`src/include/adc_seq_defs.vh`:
```
// Constants for the converter input-configuration and channel-sequencer block
`ifndef ADC_SEQ_DEFS_VH
`define ADC_SEQ_DEFS_VH

// Configuration word layout
`define CFG_WIDTH        14
`define CFG_RESET        14'h0000
`define CFG_UPDATE_BIT   13
`define CFG_INPUT_CONFIGURATION_FIELD_HI      12
`define CFG_INPUT_CONFIGURATION_FIELD_LO      10
`define CFG_SINGLE_BIT   11
`define CFG_BIPOLAR_BIT  12
`define CFG_CH_HI        9
`define CFG_CH_LO        7
`define CFG_BW_BIT       6
`define CFG_REF_HI       5
`define CFG_REF_LO       3
`define CFG_SEQ_HI       2
`define CFG_SEQ_LO       1
`define CFG_RB_BIT       0

// Input-configuration codes
`define INPUT_CONFIGURATION_FIELD_SINGLE_GND  3'h7
`define INPUT_CONFIGURATION_FIELD_COM_BIPOLAR 3'h2
`define INPUT_CONFIGURATION_FIELD_COM_UNIPOL  3'h6
`define PAIR_BIPOLAR     2'h0
`define PAIR_UNIPOLAR    2'h2

// Sequencer-mode codes
`define SEQ_OFF          2'h0
`define SEQ_UPDATE       2'h1
`define SEQ_SCAN_TEMP    2'h2
`define SEQ_SCAN         2'h3

// Filter bandwidth bit value for full bandwidth
`define BW_FULL          1'h1

// Negative input selection codes
`define NEG_GND          2'h0
`define NEG_COM          2'h1
`define NEG_PAIR         2'h2

// Synchroniser depth for pin inputs
`define SYNC_STAGES      2

// Serial edge counts of one configuration word, sized for the bit counter
`define CFG_COUNT        4'hE
`define CFG_LAST_COUNT   4'hD

`endif

```
`src/logic/pin_sync.v`:
```
// Two-flop synchroniser for a group of pin inputs
`timescale 1ns/1ns
`include "adc_seq_defs.vh"

module pin_sync
#(
  parameter WIDTH = 3
)
(
  input  wire             clk_i,
  input  wire             sys_rst_i,
  input  wire [WIDTH-1:0] pin_i,
  output wire [WIDTH-1:0] sync_o
);

  genvar g;

  ////////////////////////////////////////////////////////////////////////////
  // One chain per bit; the first stage feeds only the second
  generate
    for (g = 0; g < WIDTH; g = g + 1)
    begin : g_bit
      reg [`SYNC_STAGES-1:0] chain;
      always @(posedge clk_i or posedge sys_rst_i)
      begin
        if (sys_rst_i)
          chain <= {`SYNC_STAGES{1'b0}};
        else
          chain <= {chain[`SYNC_STAGES-2:0], pin_i[g]};
      end
      assign sync_o[g] = chain[`SYNC_STAGES-1];
    end
  endgenerate

endmodule // pin_sync

```
`src/logic/cfg_shifter.v`:
```
// Serial shifter that captures the configuration word from the host port
`timescale 1ns/1ns
`include "adc_seq_defs.vh"

module cfg_shifter
(
  input  wire                  clk_i,
  input  wire                  sys_rst_i,
  input  wire                  sck_s_i,
  input  wire                  cnv_s_i,
  input  wire                  din_s_i,
  output reg  [`CFG_WIDTH-1:0] word_o,
  output reg                   done_o
);

  reg       sck_d;
  reg [3:0] bit_cnt;

  wire sck_rise = sck_s_i & ~sck_d;

  ////////////////////////////////////////////////////////////////////////////
  // Shift on the first CFG_WIDTH rising serial edges while convert is low
  always @(posedge clk_i or posedge sys_rst_i)
  begin
    if (sys_rst_i)
    begin
      sck_d   <= 1'b0;
      bit_cnt <= 4'h0;
      word_o  <= `CFG_RESET;
      done_o  <= 1'b0;
    end
    else
    begin
      sck_d  <= sck_s_i;
      done_o <= 1'b0;
      // Convert high ends the transfer; a partial word is simply dropped
      if (cnv_s_i)
        bit_cnt <= 4'h0;
      else if (sck_rise && (bit_cnt < `CFG_COUNT))
      begin
        word_o  <= {word_o[`CFG_WIDTH-2:0], din_s_i};
        bit_cnt <= bit_cnt + 4'h1;
        if (bit_cnt == `CFG_LAST_COUNT)
          done_o <= 1'b1;
      end
    end
  end

endmodule // cfg_shifter

```
`src/logic/adc_input_config_sequencer.v`:
```
// Input configuration decode and channel sequencer of an 8-channel converter
`timescale 1ns/1ns
`include "adc_seq_defs.vh"

module adc_input_config_sequencer
#(
  parameter CH_BITS = 3
)
(
  input  wire                  clk_i,
  input  wire                  sys_rst_i,
  input  wire                  convert_start_pin_i,
  input  wire                  sck_i,
  input  wire                  din_i,
  output reg  [`CFG_WIDTH-1:0] config_word_o,
  output reg                   conv_select_o,
  output reg  [CH_BITS-1:0]    positive_input_o,
  output reg  [CH_BITS-1:0]    negative_input_o,
  output reg  [1:0]            negative_select_o,
  output reg                   negative_half_ref_o,
  output reg                   temp_select_o,
  output reg                   twos_complement_o,
  output reg                   bw_quarter_o,
  output reg  [2:0]            ref_select_o,
  output reg                   config_readback_o,
  output reg                   seq_active_o
);

  // Sequencer states
  localparam ST_IDLE = 2'h0;
  localparam ST_SCAN = 2'h1;
  localparam ST_TEMP = 2'h2;

  ////////////////////////////////////////////////////////////////////////////
  // Pin synchronisation

  wire [2:0] pins_s;
  wire       cnv_s = pins_s[0];
  wire       sck_s = pins_s[1];
  wire       din_s = pins_s[2];

  // All three pins come from the host's clock domain
  pin_sync #(
    .WIDTH (3)
  ) u_sync (
    .clk_i     (clk_i),
    .sys_rst_i (sys_rst_i),
    .pin_i     ({din_i, sck_i, convert_start_pin_i}),
    .sync_o    (pins_s)
  );

  ////////////////////////////////////////////////////////////////////////////
  // Configuration word capture

  wire [`CFG_WIDTH-1:0] shift_word;
  wire                  shift_done;

  cfg_shifter u_shift (
    .clk_i     (clk_i),
    .sys_rst_i (sys_rst_i),
    .sck_s_i   (sck_s),
    .cnv_s_i   (cnv_s),
    .din_s_i   (din_s),
    .word_o    (shift_word),
    .done_o    (shift_done)
  );

  ////////////////////////////////////////////////////////////////////////////
  // State

  reg [`CFG_WIDTH-1:0] cfg;         // Active configuration word
  reg [1:0]            state;
  reg [CH_BITS-1:0]    idx;         // Next input to convert in a scan
  reg                  with_temp;   // Scan ends with the temperature sensor
  reg                  cnv_d;

  reg [1:0]            next_state;
  reg [CH_BITS-1:0]    next_idx;
  reg                  next_with_temp;
  reg [CH_BITS-1:0]    next_pos;
  reg [CH_BITS-1:0]    next_neg;
  reg [1:0]            next_neg_sel;
  reg                  next_temp;

  // A word is applied only when its update bit is set; a host that keeps
  // the data line low while reading leaves the active word untouched
  wire word_apply = shift_done & shift_word[`CFG_UPDATE_BIT];

  // Conversion start is the rising edge of the synchronised convert pin
  wire conv_start = cnv_s & ~cnv_d;

  ////////////////////////////////////////////////////////////////////////////
  // Field decode of the active word

  wire [2:0]         input_configuration_field     = cfg[`CFG_INPUT_CONFIGURATION_FIELD_HI:`CFG_INPUT_CONFIGURATION_FIELD_LO];
  wire [CH_BITS-1:0] ch_field = cfg[`CFG_CH_HI:`CFG_CH_LO];

  // Pairs when the single-or-paired bit is clear: codes 00X and 10X
  wire paired = ~cfg[`CFG_SINGLE_BIT];
  // Bipolar when the top input bit is clear: codes 00X, 010 and 011
  wire bipolar = ~cfg[`CFG_BIPOLAR_BIT];

  // Last input of a scan; for pairs the last channel names its pair
  wire [CH_BITS-1:0] last_idx = paired ? {ch_field[CH_BITS-1:1], 1'b0} : ch_field;

  // Step of one input for singles, two for pairs
  wire [CH_BITS-1:0] step = paired ? 3'h2 : 3'h1;

  // Fields that force a restart when they change under an update write
  wire restart_change = (shift_word[`CFG_SINGLE_BIT] != cfg[`CFG_SINGLE_BIT]) ||
                        (shift_word[`CFG_CH_HI:`CFG_CH_LO] != ch_field);

  ////////////////////////////////////////////////////////////////////////////
  // Negative side of the multiplexer for the single and common modes

  reg [1:0] common_neg_sel;

  always @*
  begin
    if (input_configuration_field == `INPUT_CONFIGURATION_FIELD_SINGLE_GND)
      common_neg_sel = `NEG_GND;
    else if ((input_configuration_field == `INPUT_CONFIGURATION_FIELD_COM_BIPOLAR) || (input_configuration_field == `INPUT_CONFIGURATION_FIELD_COM_UNIPOL))
      common_neg_sel = `NEG_COM;
    else
      common_neg_sel = `NEG_COM;
  end

  ////////////////////////////////////////////////////////////////////////////
  // Channel selection for the conversion that is starting

  always @*
  begin
    next_temp    = 1'b0;
    next_pos     = ch_field;
    next_neg     = ch_field;
    next_neg_sel = common_neg_sel;
    case (state)
      ST_TEMP:
      begin
        // Temperature sensor is read against ground
        next_temp    = 1'b1;
        next_pos     = {CH_BITS{1'b0}};
        next_neg     = {CH_BITS{1'b0}};
        next_neg_sel = `NEG_GND;
      end
      ST_SCAN:
      begin
        if (paired)
        begin
          // Scanned pairs ignore the low channel bit entirely
          next_pos     = {idx[CH_BITS-1:1], 1'b0};
          next_neg     = {idx[CH_BITS-1:1], 1'b1};
          next_neg_sel = `NEG_PAIR;
        end
        else
        begin
          next_pos = idx;
          next_neg = idx;
        end
      end
      ST_IDLE:
      begin
        if (paired)
        begin
          // Channel field is the positive input, its partner the negative
          next_pos     = ch_field;
          next_neg     = ch_field ^ 3'h1;
          next_neg_sel = `NEG_PAIR;
        end
      end
      default:
      begin
        next_temp    = 1'b0;
        next_pos     = ch_field;
        next_neg     = ch_field;
        next_neg_sel = common_neg_sel;
      end
    endcase
  end

  ////////////////////////////////////////////////////////////////////////////
  // Sequencer next state; a word write takes priority over a conversion

  always @*
  begin
    next_state     = state;
    next_idx       = idx;
    next_with_temp = with_temp;
    if (word_apply)
    begin
      case (shift_word[`CFG_SEQ_HI:`CFG_SEQ_LO])
        `SEQ_OFF:
        begin
          next_state = ST_IDLE;
          next_idx   = {CH_BITS{1'b0}};
        end
        `SEQ_UPDATE:
        begin
          // Keep scanning; restart from input 0 only on a layout change
          if ((state != ST_IDLE) && restart_change)
          begin
            next_state = ST_SCAN;
            next_idx   = {CH_BITS{1'b0}};
          end
        end
        `SEQ_SCAN_TEMP:
        begin
          next_state     = ST_SCAN;
          next_idx       = {CH_BITS{1'b0}};
          next_with_temp = 1'b1;
        end
        `SEQ_SCAN:
        begin
          next_state     = ST_SCAN;
          next_idx       = {CH_BITS{1'b0}};
          next_with_temp = 1'b0;
        end
        default:
        begin
          next_state = state;
        end
      endcase
    end
    else if (conv_start)
    begin
      case (state)
        ST_SCAN:
        begin
          if (idx == last_idx)
          begin
            // End of the channel list: temperature or wrap
            next_idx   = {CH_BITS{1'b0}};
            next_state = with_temp ? ST_TEMP : ST_SCAN;
          end
          else
            next_idx = idx + step;
        end
        ST_TEMP:
        begin
          next_state = ST_SCAN;
          next_idx   = {CH_BITS{1'b0}};
        end
        ST_IDLE:
        begin
          next_state = ST_IDLE;
        end
        default:
        begin
          next_state = ST_IDLE;
        end
      endcase
    end
  end

  ////////////////////////////////////////////////////////////////////////////
  // Active word and sequencer registers

  always @(posedge clk_i or posedge sys_rst_i)
  begin
    if (sys_rst_i)
    begin
      cfg       <= `CFG_RESET;
      state     <= ST_IDLE;
      idx       <= {CH_BITS{1'b0}};
      with_temp <= 1'b0;
      cnv_d     <= 1'b0;
    end
    else
    begin
      cnv_d     <= cnv_s;
      state     <= next_state;
      idx       <= next_idx;
      with_temp <= next_with_temp;
      // The whole word changes at once, never bit by bit
      if (word_apply)
        cfg <= shift_word;
    end
  end

  ////////////////////////////////////////////////////////////////////////////
  // Registered outputs; the selection is held for the whole conversion

  always @(posedge clk_i or posedge sys_rst_i)
  begin
    if (sys_rst_i)
    begin
      config_word_o       <= `CFG_RESET;
      conv_select_o       <= 1'b0;
      positive_input_o    <= {CH_BITS{1'b0}};
      negative_input_o    <= {CH_BITS{1'b0}};
      negative_select_o   <= `NEG_GND;
      negative_half_ref_o <= 1'b0;
      temp_select_o       <= 1'b0;
      twos_complement_o   <= 1'b0;
      bw_quarter_o        <= 1'b0;
      ref_select_o        <= 3'h0;
      config_readback_o   <= 1'b0;
      seq_active_o        <= 1'b0;
    end
    else
    begin
      config_word_o     <= cfg;
      seq_active_o      <= (state != ST_IDLE);
      // Filter and reference settings follow the active word directly
      bw_quarter_o      <= (cfg[`CFG_BW_BIT] != `BW_FULL);
      ref_select_o      <= cfg[`CFG_REF_HI:`CFG_REF_LO];
      config_readback_o <= cfg[`CFG_RB_BIT];
      conv_select_o     <= conv_start;
      if (conv_start)
      begin
        positive_input_o    <= next_pos;
        negative_input_o    <= next_neg;
        negative_select_o   <= next_neg_sel;
        temp_select_o       <= next_temp;
        // Half-reference negative side only for bipolar inputs
        negative_half_ref_o <= bipolar & ~next_temp;
        // Sensor results are straight binary whatever the input mode
        twos_complement_o   <= bipolar & ~next_temp;
      end
    end
  end

endmodule // adc_input_config_sequencer

```
`config.mk`:
```
export PLATFORM = sky130hd
export DESIGN_NAME = adc_input_config_sequencer
export DESIGN_NICKNAME = d
export VERILOG_FILES = /design/src/logic/pin_sync.v /design/src/logic/cfg_shifter.v /design/src/logic/adc_input_config_sequencer.v
export VERILOG_INCLUDE_DIRS = /design/src /design/src/include
export SDC_FILE = /design/constraint.sdc
export NUM_CORES = 1
export LEC_CHECK = 0
export BUFFER_PORTS_ARGS = -buffer_cell sky130_fd_sc_hd__buf_4
export CORE_UTILIZATION = 61
export CTS_BUF_LIST = sky130_fd_sc_hd__clkbuf_4 sky130_fd_sc_hd__clkbuf_8 sky130_fd_sc_hd__clkbuf_16
export DETAILED_ROUTE_END_ITERATION = 8
export PLACE_DENSITY = 0.83
export SLEW_MARGIN = 5
export SYNTH_ARGS = -nofsm -noshare
export SYNTH_HDL_FRONTEND = slang
export SYNTH_SLANG_ARGS = --single-unit
```
`constraint.sdc`:
```
create_clock -name clk_i -period 6 [get_ports clk_i]
set_input_delay 0 -clock clk_i [delete_from_list [all_inputs] [get_ports clk_i]]
set_output_delay 0 -clock clk_i [all_outputs]
set_load 0.02 [all_outputs]
```
## After elaboration in Yosys (flattened, before gate mapping)

Cells that the tools add are included.

- Register bits: 78
- Input port bits: 5
- Logic and storage cells: 96

- Add/subtract/negate cells: 2
- $lt $le $gt $ge: 1
- Equality and inequality tests: 12
- Muxes and demuxes: 30
- Bitwise logic cells: 11
- Reductions and logical operators: 17

Operators with widths:

| cell | count |
|---|---|
| $pmux W3 S2 | 3 |
| $mux W2 | 7 |
| $mux W3 | 4 |
| $mux W1 | 9 |
| $pmux W3 S3 | 1 |
| $mux W4 | 2 |
| $pmux W2 S2 | 2 |
| $reduce_bool A2 Y1 | 4 |
| $not A1 Y1 | 7 |
| $eq A2 B2 Y1 const B | 3 |
| $ne A3 B3 Y1 const B | 2 |
| $pmux W2 S3 | 1 |
| $reduce_and A3 Y1 | 2 |
| $add A4 B1 Y4 const B | 1 |
| $and A1 B1 Y1 | 4 |
| $eq A2 B1 Y1 const B | 2 |
| $eq A4 B4 Y1 const B | 1 |
| $logic_not A2 Y1 | 2 |
| $lt A4 B4 Y1 const B | 1 |
| $reduce_and A2 Y1 | 2 |
| $reduce_or A2 Y1 | 2 |
| $add A3 B2 Y3 | 1 |
| $eq A3 B3 Y1 | 1 |
| $eq A3 B3 Y1 const B | 1 |
| 7 further kinds | 8 |

## Longest topological paths before layout

Gate-level depths: netlist of run 1.

- Depth in word-level cells: 6
- Gate-level depth with buffers: 7
- Mapped depth without buffers: 6

## Modules after synthesis

A second synthesis of run 1 with hierarchy kept.

- Cells, all modules: 258
- Area, all modules: 3078.0 um2

By module, submodules not included:

| module | instances | cells each | area an instance (um2) | seq. area each (um2) |
|---|---|---|---|---|
| adc_input_config_sequencer | 1 | 191 | 2034.5 | 1201.2 |
| cfg_shifter | 1 | 57 | 867.1 | 500.5 |
| pin_sync | 1 | 10 | 176.4 | 150.1 |

## Worst setup path before layout of run 1

Ideal clock, no wire load.

- Path kind: register to register
- Start point: register cfg[11]
- End point: register idx[1]
- Library setup time: 79 ps
- Arrival: 1774 ps
- Required time: 5921 ps
- Path slack: 4146 ps
- Stages on the path, launching flop included: 6
- Clock period less this slack: 1854 ps
- Cell sequence: dfrtp_1 -> ha_1 -> inv_1 -> fa_1 -> or4_1 -> mux2i_1

- Longest elaborated chain between the ends: 6

Ends and longest elaborated chain:

| what | line | text |
|---|---|---|
| start, declared | adc_input_config_sequencer.v:71 | `` reg [`CFG_WIDTH-1:0] cfg; `` |
| start signal, assigned | adc_input_config_sequencer.v:262 | `` cfg <= `CFG_RESET; `` |
| start signal, assigned | adc_input_config_sequencer.v:276 | `cfg <= shift_word;` |
| $mux W2 or $mux W1 (tied branches) | adc_input_config_sequencer.v:107, adc_input_config_sequencer.v:104 |  |
| $add A3 B2 Y3 or $eq A3 B3 Y1 (tied branches) | adc_input_config_sequencer.v:236, adc_input_config_sequencer.v:229 |  |
| $mux W3 | adc_input_config_sequencer.v:229 | `if (idx == last_idx)` |
| $pmux W3 S2 | adc_input_config_sequencer.v:226 | `case (state)` |
| $mux W3 | adc_input_config_sequencer.v:224 | `else if (conv_start)` |
| $mux W3 | adc_input_config_sequencer.v:189 | `if (word_apply)` |
| end signal, assigned | adc_input_config_sequencer.v:264 | `idx <= {CH_BITS{1'b0}};` |
| end signal, assigned | adc_input_config_sequencer.v:272 | `idx <= next_idx;` |
| end, declared | adc_input_config_sequencer.v:73 | `reg [CH_BITS-1:0] idx;` |

Several ways; a longest one is shown, not always the timed one. The select of a mux whose other input is x is not followed.
A chain may end at the register's enable or synchronous reset.

## Final worst setup path of run 1

- Start point: register cfg[11]
- End point: register state[0]

- Longest elaborated chain between the ends: 5

Ends and longest elaborated chain:

| what | line | text |
|---|---|---|
| parallel branches: the longest is 4 deep, another holds $eq A3 B3 Y1 | n/a |  |
| $reduce_and A3 Y1 (no source line) (*) | n/a |  |
| end signal, assigned | adc_input_config_sequencer.v:271 | `state <= next_state;` |
| end, declared | adc_input_config_sequencer.v:72 | `reg [1:0] state;` |

Mark *: on every way between the ends.

==> out/results.ini, run 1 <==
[outcome]
status = completed

[setup_path]
critPathMaxStageDelay_ns = 0.52
endpoint_kind = flop
critical_path.startpoint_type = flop
critPathKind = flop to flop
crit_arrival_ns = 2.31
path_buf_inv = 0
rrSetupSlack_ns = 3.92
crit_family = flip-flops
slowest_stage = dfrtp_1
cp_cell_sequence = ha_1 -> xor2_1 -> nor3_1 -> o221ai_1 -> mux2_2
worstPathRequired_ns = 6.23
crit_fanout = 10

[timing]
relSlewSlack_pct = 40.9
worst_slew_pin_slew_ns = 0.886
finalHoldViolations = 0
clock.fmax_mhz = 481
setup_viol = 0
slew_violations = 0
setup_tns_ns = 0
finClkSkew_ns = 0.00954
rsz0062_at_grt = no
setup_ws_ns = 3.92
fin_crit_sh_pct = 34.7
whs_ns = 0.304
period_minus_slack_ns = 2.08

[grt]
grt_pass1_wl_um = 8990
grt_antenna_before_repair = 0
grtUsageTotal_pct = 23.5
grt_pass1_vias = 1883
grt-ovfl-total = 0
grt_max_degree = 75

[cells_and_area]
final_util_pct = 74.4
finalNonFillerCells = 356
syn2layout_area_growth_pct = 17.1
fillCellCount = 327
layout.nets = 299
design_area_um2 = 3540
diodes = 0
final-seq-area_um2 = 1850
multi_input_area_um2 = 1020
drive_gt1_share_pct = 25.3

[placement]
placed_area_um2 = 3280
dpl_worst_slack_ns = 3.95
dpl.hpwl_um = 3400
dp_cells = 336
place.gp.congestion = 0.888
port-buffer-count = 36

[clock_network]
numCtsBuffers = 9
clk_latency_ns = 0.35
cts_resized = 0
root_buffer = clkbuf_8
cts.reportedPaths.clkPinSlew_ns = 0.07
postCtsSetupRepairBufs = 0
cts_tree = done
clock_path_buffers = 2
cts_hold_buffers = 4
htree_levels = 3
cts_sinks = 74

[routing]
wl_per_cell_um = 14.8
wirelength_um = 5250
firstDrtPassIters = 4
routed_via_density = 5.24
final_antenna_net_count = 0
drt_iter0_drc = 112
dr_total_vias = 1864
drcViolationCount = 0

[logic_synthesis]
avgSynthCellArea_um2 = 12.3
syn_area_um2 = 3020
synthFlopType = dfrtp_1
ys_seq_area_share_pct = 61.3
syn-num-nets = 261
synth_cell_types = 44
synth_top_family_by_area = simple AND/OR/NAND/NOR gates
synth_xor_area_share_pct = 2.61
synth_edf_count = 0
synth-compound-area-share_pct = 7.08
async_flop_share_pct = 100
synth_seq_cells = 74
synth_cells = 246
synth_mux_area_share_pct = 8.07
ys_warn_count = 0
synth_simple_gate_area_share_pct = 11.8
synthAdderAreaFrac_pct = 4.39

[pwr]
power.total_mw = 1.04
p_leak_nw = 1.79
power_density_nw_per_um2 = 295
max-vdd-ir-drop_v = 0.000238

[worst_hold_path]
hp-class = input pin to flop

[floorplanning]
row_count = 25
core_area_um2 = 4750
start_util_pct = 63.6
fp.dieH_um = 72.4
ioPinCount = 37
die_area_um2 = 5240
die_w_um = 72.4

[run]
maxCapViolations = 0

## placed cells by master, fill, tap and decap left out, types with 4 or more instances in the layout
cell type	synthesis	routed
clkbuf_8	0	12
nor2b_1	4	4
o21ai_0	14	14
nor2_1	6	6
mux2_4	9	9
dlygate4sd3_1	0	4
ha_1	9	9
xnor2_1	6	6
dfrtp_1	74	74
nand2_1	50	50
mux2_2	7	7
buf_4	5	37
inv_1	11	10
## cell usage after synthesis (2+ instances only)
cell	instances	area, um2
o31ai_1	2	15.0
dfrtp_1	74	1850
buf_4	5	37.5
nand3_1	2	10.0
nor2b_1	4	25.0
nor2_1	6	22.5
xnor2_1	6	52.6
nand2_1	50	188
buf_6	2	22.5
mux2_4	9	135
nand2b_1	2	12.5
xor2_1	3	26.3
mux2i_1	3	30.0
or4_1	2	15.0
a41oi_1	2	17.5
mux2_2	7	78.8
clkbuf_1	5	18.8
o21a_1	2	15.0
a22oi_1	2	15.0
a31oi_1	3	18.8
inv_1	11	41.3
ha_1	9	113
o21ai_0	14	70.1
## routing by layer
layer	GRT usage, %	wire (um)	vias up
li1	-	-	898
met1	30.5	2420	914
met2	37.6	2550	41
met3	7.08	199	11
met4	8.50	79	0
met5	0	0	-
## registers in the layout, indices dropped and copies added, names as in the netlist, 3 cells and up
signal and count:
negative_input_o 3, positive_input_o 3, u_sync.g_bit.chain 6, config_word_o 12, u_shift.bit_cnt 4, idx 3, cfg 14, u_shift.word_o 14
## final timing paths
path                                                          from                            endpoint  cells past startpoint
worst max-delay path                           cfg[11]$_DFFE_PP0P_                state[0]$_DFFE_PP0P_                      5
worst min-delay path                           convert_start_pin_i  u_sync.g_bit[0].chain[0]$_DFF_PP0_                      2
worst max register to register                 cfg[11]$_DFFE_PP0P_                state[0]$_DFFE_PP0P_                      5
worst min register to register  u_sync.g_bit[2].chain[0]$_DFF_PP0_  u_sync.g_bit[2].chain[1]$_DFF_PP0_                      0
max in group asynchronous                                sys_rst_i             conv_select_o$_DFF_PP0_                      4
min in group asynchronous                                sys_rst_i                 cfg[13]$_DFFE_PP0P_                      4
## kinds of logic (layout without fill, tap and decap cells)
family,after synthesis,after routing
adder cells (fa/ha/maj),10,10
AO/OA/AOI/OAI,33,33
AND/OR/NAND/NOR,76,76
buffers and inverters,25,68
flip-flops,74,74
XOR/XNOR,9,9
multiplexers,19,19
## where the power goes
group          internal, mW  switching [mW]
combinational        0.0437          0.0310
sequential            0.531          0.0299
clock                 0.232           0.176
total                 0.806           0.237
## final cells by class
type	count	share of cell area (%)
repair buffers	41	8.98
multi-input cells	147	29.0
clock buffers	13	4.88
clock inverters	3	1.31
flip-flops and latches	74	52.3
inverters	11	1.17
well taps	67	2.37
Power figures use the tool's default switching activity.
==> run 2: changes to the inputs <==
--- a/config.mk
+++ b/config.mk
@@ -6,11 +6,12 @@
 export SDC_FILE = /design/constraint.sdc
 export NUM_CORES = 1
 export LEC_CHECK = 0
+export ABC_AREA = 1
 export BUFFER_PORTS_ARGS = -buffer_cell sky130_fd_sc_hd__buf_4
-export CORE_UTILIZATION = 61
+export CORE_UTILIZATION = 57
 export CTS_BUF_LIST = sky130_fd_sc_hd__clkbuf_4 sky130_fd_sc_hd__clkbuf_8 sky130_fd_sc_hd__clkbuf_16
 export DETAILED_ROUTE_END_ITERATION = 8
-export PLACE_DENSITY = 0.83
+export PLACE_DENSITY = 0.78
 export SLEW_MARGIN = 5
 export SYNTH_ARGS = -nofsm -noshare
 export SYNTH_HDL_FRONTEND = slang
==> constraint.sdc (replaced) <==
create_clock -name clk_i -period 2 [get_ports clk_i]
set_input_delay 0 -clock clk_i [delete_from_list [all_inputs] [get_ports clk_i]]
set_output_delay 0 -clock clk_i [all_outputs]
set_load 0.02 [all_outputs]
==> out/results.ini, run 2 <==
[outcome]
status = completed  ; unchanged

[logic_synthesis]
avgSynthCellArea_um2 = 9.81  ; was 12.3 um2
synth_seq_cells = 74  ; unchanged
synth_cell_types = 30  ; was 44
ys_warn_count = 0  ; unchanged
yosys.area.top_type = dfrtp_1  ; unchanged
synth_edf_count = 0  ; unchanged
yosysMostFrequentCell = dfrtp_1  ; unchanged
ys_top_cells_by_area = dfrtp_1 61%, nand2_1 8.6%, inv_1 4.3%, ha_1 3.7%, o21ai_0 3.0%  ; was dfrtp_1 61%, nand2_1 6.2%, mux2_4 4.5%, ha_1 3.7%, mux2_2 2.6%
synthFlopType = dfrtp_1  ; unchanged
ys_seq_area_share_pct = 60.9  ; was 61.3%
syn_area_um2 = 3040  ; was 3020 um2
synth_top_area_share_pct = 60.9  ; was 61.3%
yosys-top-cells-count = 74 x dfrtp_1, 70 x nand2_1, 35 x inv_1, 19 x nor2_1, 18 x o21ai_0  ; was 74 x dfrtp_1, 50 x nand2_1, 14 x o21ai_0, 11 x inv_1
async_flop_share_pct = 100  ; unchanged
syn-num-nets = 325  ; was 261
synth_cells = 310  ; was 246

[clock_network]
htree_levels = 3  ; unchanged
cts_sinks = 74  ; unchanged
clock_path_buffers = 2  ; unchanged
numCtsBuffers = 9  ; unchanged
root_buffer = clkbuf_8  ; unchanged
cts_hold_buffers = 4  ; unchanged
postCtsSetupRepairBufs = 0  ; unchanged
clk_latency_ns = 0.35  ; about the same
cts_tree = done  ; unchanged
cts.reportedPaths.clkPinSlew_ns = 0.07  ; about the same
cts_resized = 0  ; unchanged

[timing]
relSlewSlack_pct = 63.2  ; was 40.9%
finClkSkew_ns = 0.00700  ; was 0.00954 ns
fin_crit_sh_pct = 80.4  ; was 34.7%
finalHoldViolations = 0  ; unchanged
setup_tns_ns = 0  ; unchanged
whs_ns = 0.268  ; was 0.304 ns
clock.fmax_mhz = 622  ; was 481 MHz
rsz0062_at_grt = no  ; unchanged
slew_violations = 0  ; unchanged
setup_viol = 0  ; unchanged
worst_slew_pin_slew_ns = 0.552  ; was 0.886 ns
period_minus_slack_ns = 1.61  ; was 2.08 ns

[routing]
drt_iter0_drc = 212  ; was 112
wl_per_cell_um = 13.0  ; was 14.8 um
firstDrtPassIters = 4  ; unchanged
routed_via_density = 5.09  ; was 5.24
drcViolationCount = 0  ; unchanged
final_antenna_net_count = 0  ; unchanged
dr_total_vias = 2190  ; was 1,864
wirelength_um = 5610  ; was 5250 um

[cells_and_area]
final_common_cell = dfrtp_1  ; unchanged
fillCellCount = 383  ; was 327
layout.nets = 370  ; was 299
drive_gt1_share_pct = 21.7  ; was 25.3%
final-seq-area_um2 = 1850  ; unchanged
syn2layout_area_growth_pct = 19.8  ; was 17.1%
reg_top3 = cfg x14, u_shift.word_o x14, config_word_o x12  ; unchanged
layout.cells.most_common_list = 74 x dfrtp_1, 70 x nand2_1, 41 x buf_4, 34 x inv_1, 19 x nor2_1  ; was 74 x dfrtp_1, 50 x nand2_1, 37 x buf_4, 14 x o21ai_0, 12 x clkbuf_8
design_area_um2 = 3640  ; was 3540 um2
diodes = 0  ; unchanged
final_util_pct = 71.3  ; was 74.4%
multi_input_area_um2 = 958  ; was 1020 um2

[pwr]
max-vdd-ir-drop_v = 0.000579  ; was 0.000238 V
power_switching_share_pct = 24.4  ; was 22.7%
p_int_mw = 2.38  ; was 0.806 mW
power.total_mw = 3.15  ; was 1.04 mW
clkPwrFrac_pct = 39.1  ; about the same
p_leak_nw = 1.84  ; was 1.79 nW
p_sw_mw = 0.766  ; was 0.237 mW
power_density_nw_per_um2 = 863  ; was 295 nW/um2
sequentialPowerShare_pct = 52.1  ; was 53.7%
power_frac_comb_pct = 8.8  ; was 7.2%

[floorplanning]
start_util_pct = 59.6  ; was 63.6%
ioPinCount = 37  ; unchanged
die_w_um = 75.1  ; was 72.4 um
fp.dieH_um = 75.1  ; was 72.4 um
die_area_um2 = 5630  ; was 5240 um2
row_count = 26  ; was 25
core_area_um2 = 5110  ; was 4750 um2

[setup_path]
endpoint_kind = flop  ; unchanged
r2r_cells = 10  ; was 5
rrSetupSlack_ns = 0.39  ; was 3.92 ns
critPathKind = flop to flop  ; unchanged
slowest_stage = dfrtp_1  ; unchanged
worstPathRequired_ns = 2.24  ; was 6.23 ns
crit_arrival_ns = 1.84  ; was 2.31 ns
path_common_cell = nand2_1
rr_endpoint = state[1]$_DFFE_PP0P_  ; was state[0]$_DFFE_PP0P_
crit_fanout = 7  ; was 10
r2r-start = cfg[11]$_DFFE_PP0P_  ; unchanged
cp_cell_sequence = buf_4 -> ha_1 -> inv_1 -> nand2_1 -> nand2_1 -> nand3_2 -> a21oi_4 -> nand2_2 -> nand2_1 -> nand2_1  ; was ha_1 -> xor2_1 -> nor3_1 -> o221ai_1 -> mux2_2
critical_path.startpoint_type = flop  ; unchanged
critPathMaxStageDelay_ns = 0.45  ; was 0.52 ns

[placement]
placed_area_um2 = 3380  ; was 3280 um2
place.gp.congestion = 0.920  ; was 0.888
port-buffer-count = 36  ; unchanged
dpl.hpwl_um = 3780  ; was 3400 um

[grt]
grtUsageTotal_pct = 23.4  ; was 23.5%
grt_busiest_layer = met2  ; unchanged
grt_use_met2_pct = 37.3  ; was 37.6%
grt_antenna_before_repair = 0  ; unchanged
grt_max_degree = 49  ; was 75
grt_use_met3_pct = 4.15  ; was 7.08%
grt_pass1_wl_um = 9490  ; was 8990 um
use_met1_pct = 30.8  ; was 30.5%
grt-ovfl-total = 0  ; unchanged
grt_pass1_vias = 2061  ; was 1,883

[run]
maxCapViolations = 0  ; unchanged

[worst_hold_path]
hp-class = input pin to asynchronous set/reset pin  ; was input pin to flop

## run 2: layout make-up
| class | count | area share (%) |
|---|---|---|
| clock inverters | 3 | 1.27 |
| clock buffers | 13 | 4.74 |
| inverters | 42 | 4.36 |
| repair buffers | 46 | 10.1 |
| well taps | 70 | 2.40 |
| multi-input cells | 182 | 26.3 |
| flip-flops and latches | 74 | 50.8 |
## run 2: logic make-up (layout without fill, tap and decap cells)
family,Yosys count,count (layout),synth area share [%]
compound gates,49,49,8.93
xor+xnor,2,2,0.576
fa+ha+maj,10,10,4.36
buf+inv,54,104,7.61
flops,74,74,60.9
simple gates,121,121,17.6
## run 2: routing by layer
metal  routed length [um]  part of all wire (%)
met2                 2710                    48
met4                  153                   2.7
met5                    0                     0
met1                 2510                    45
met3                  242                   4.3
## run 2: power by group through the flow
stage | Combinational (mW) | Clock, mW | Sequential (mW)
3_5_place_dp | 0.271 | 0 | 1.67
5_1_grt | 0.321 | 1.30 | 1.65
6_report | 0.277 | 1.23 | 1.64
2_1_floorplan | 0.172 | 0 | 1.68
4_1_cts | 0.282 | 1.24 | 1.64
3_3_place_gp | 0.260 | 0 | 1.66
## run 2: per-stage QoR
step / setup slack [ns] / std cells
2_1_floorplan: 0.118 / 310
3_3_place_gp: 0.450 / 410
3_5_place_dp: 0.416 / 410
4_1_cts: 0.402 / 430
5_1_grt: 0.260 / 430
6_report: 0.393 / 430
## run 2: worst max-delay path: cells and delay by family, from the launching register on
kind	cells	cell delay, ns
AOI/OAI and AO/OA	1	0.18
buffers and inverters	2	0.25
adders and majority gates	1	0.20
and+or+nand+nor	6	0.43
DFF	1	0.45
## run 2: worst max path at each step
stage | start | end | slack [ns] | cells after the start
after floorplan | sys_rst_i | bw_quarter_o$_DFF_PP0_ | 0.12 | 1
after global placement | cfg[11]$_DFFE_PP0P_ | idx[1]$_DFFE_PP0P_ | 0.45 | 7
after detailed placement | cfg[11]$_DFFE_PP0P_ | state[1]$_DFFE_PP0P_ | 0.42 | 10
after CTS | cfg[11]$_DFFE_PP0P_ | state[1]$_DFFE_PP0P_ | 0.40 | 10
after global routing | cfg[11]$_DFFE_PP0P_ | state[1]$_DFFE_PP0P_ | 0.26 | 10
final | cfg[11]$_DFFE_PP0P_ | state[1]$_DFFE_PP0P_ | 0.39 | 10
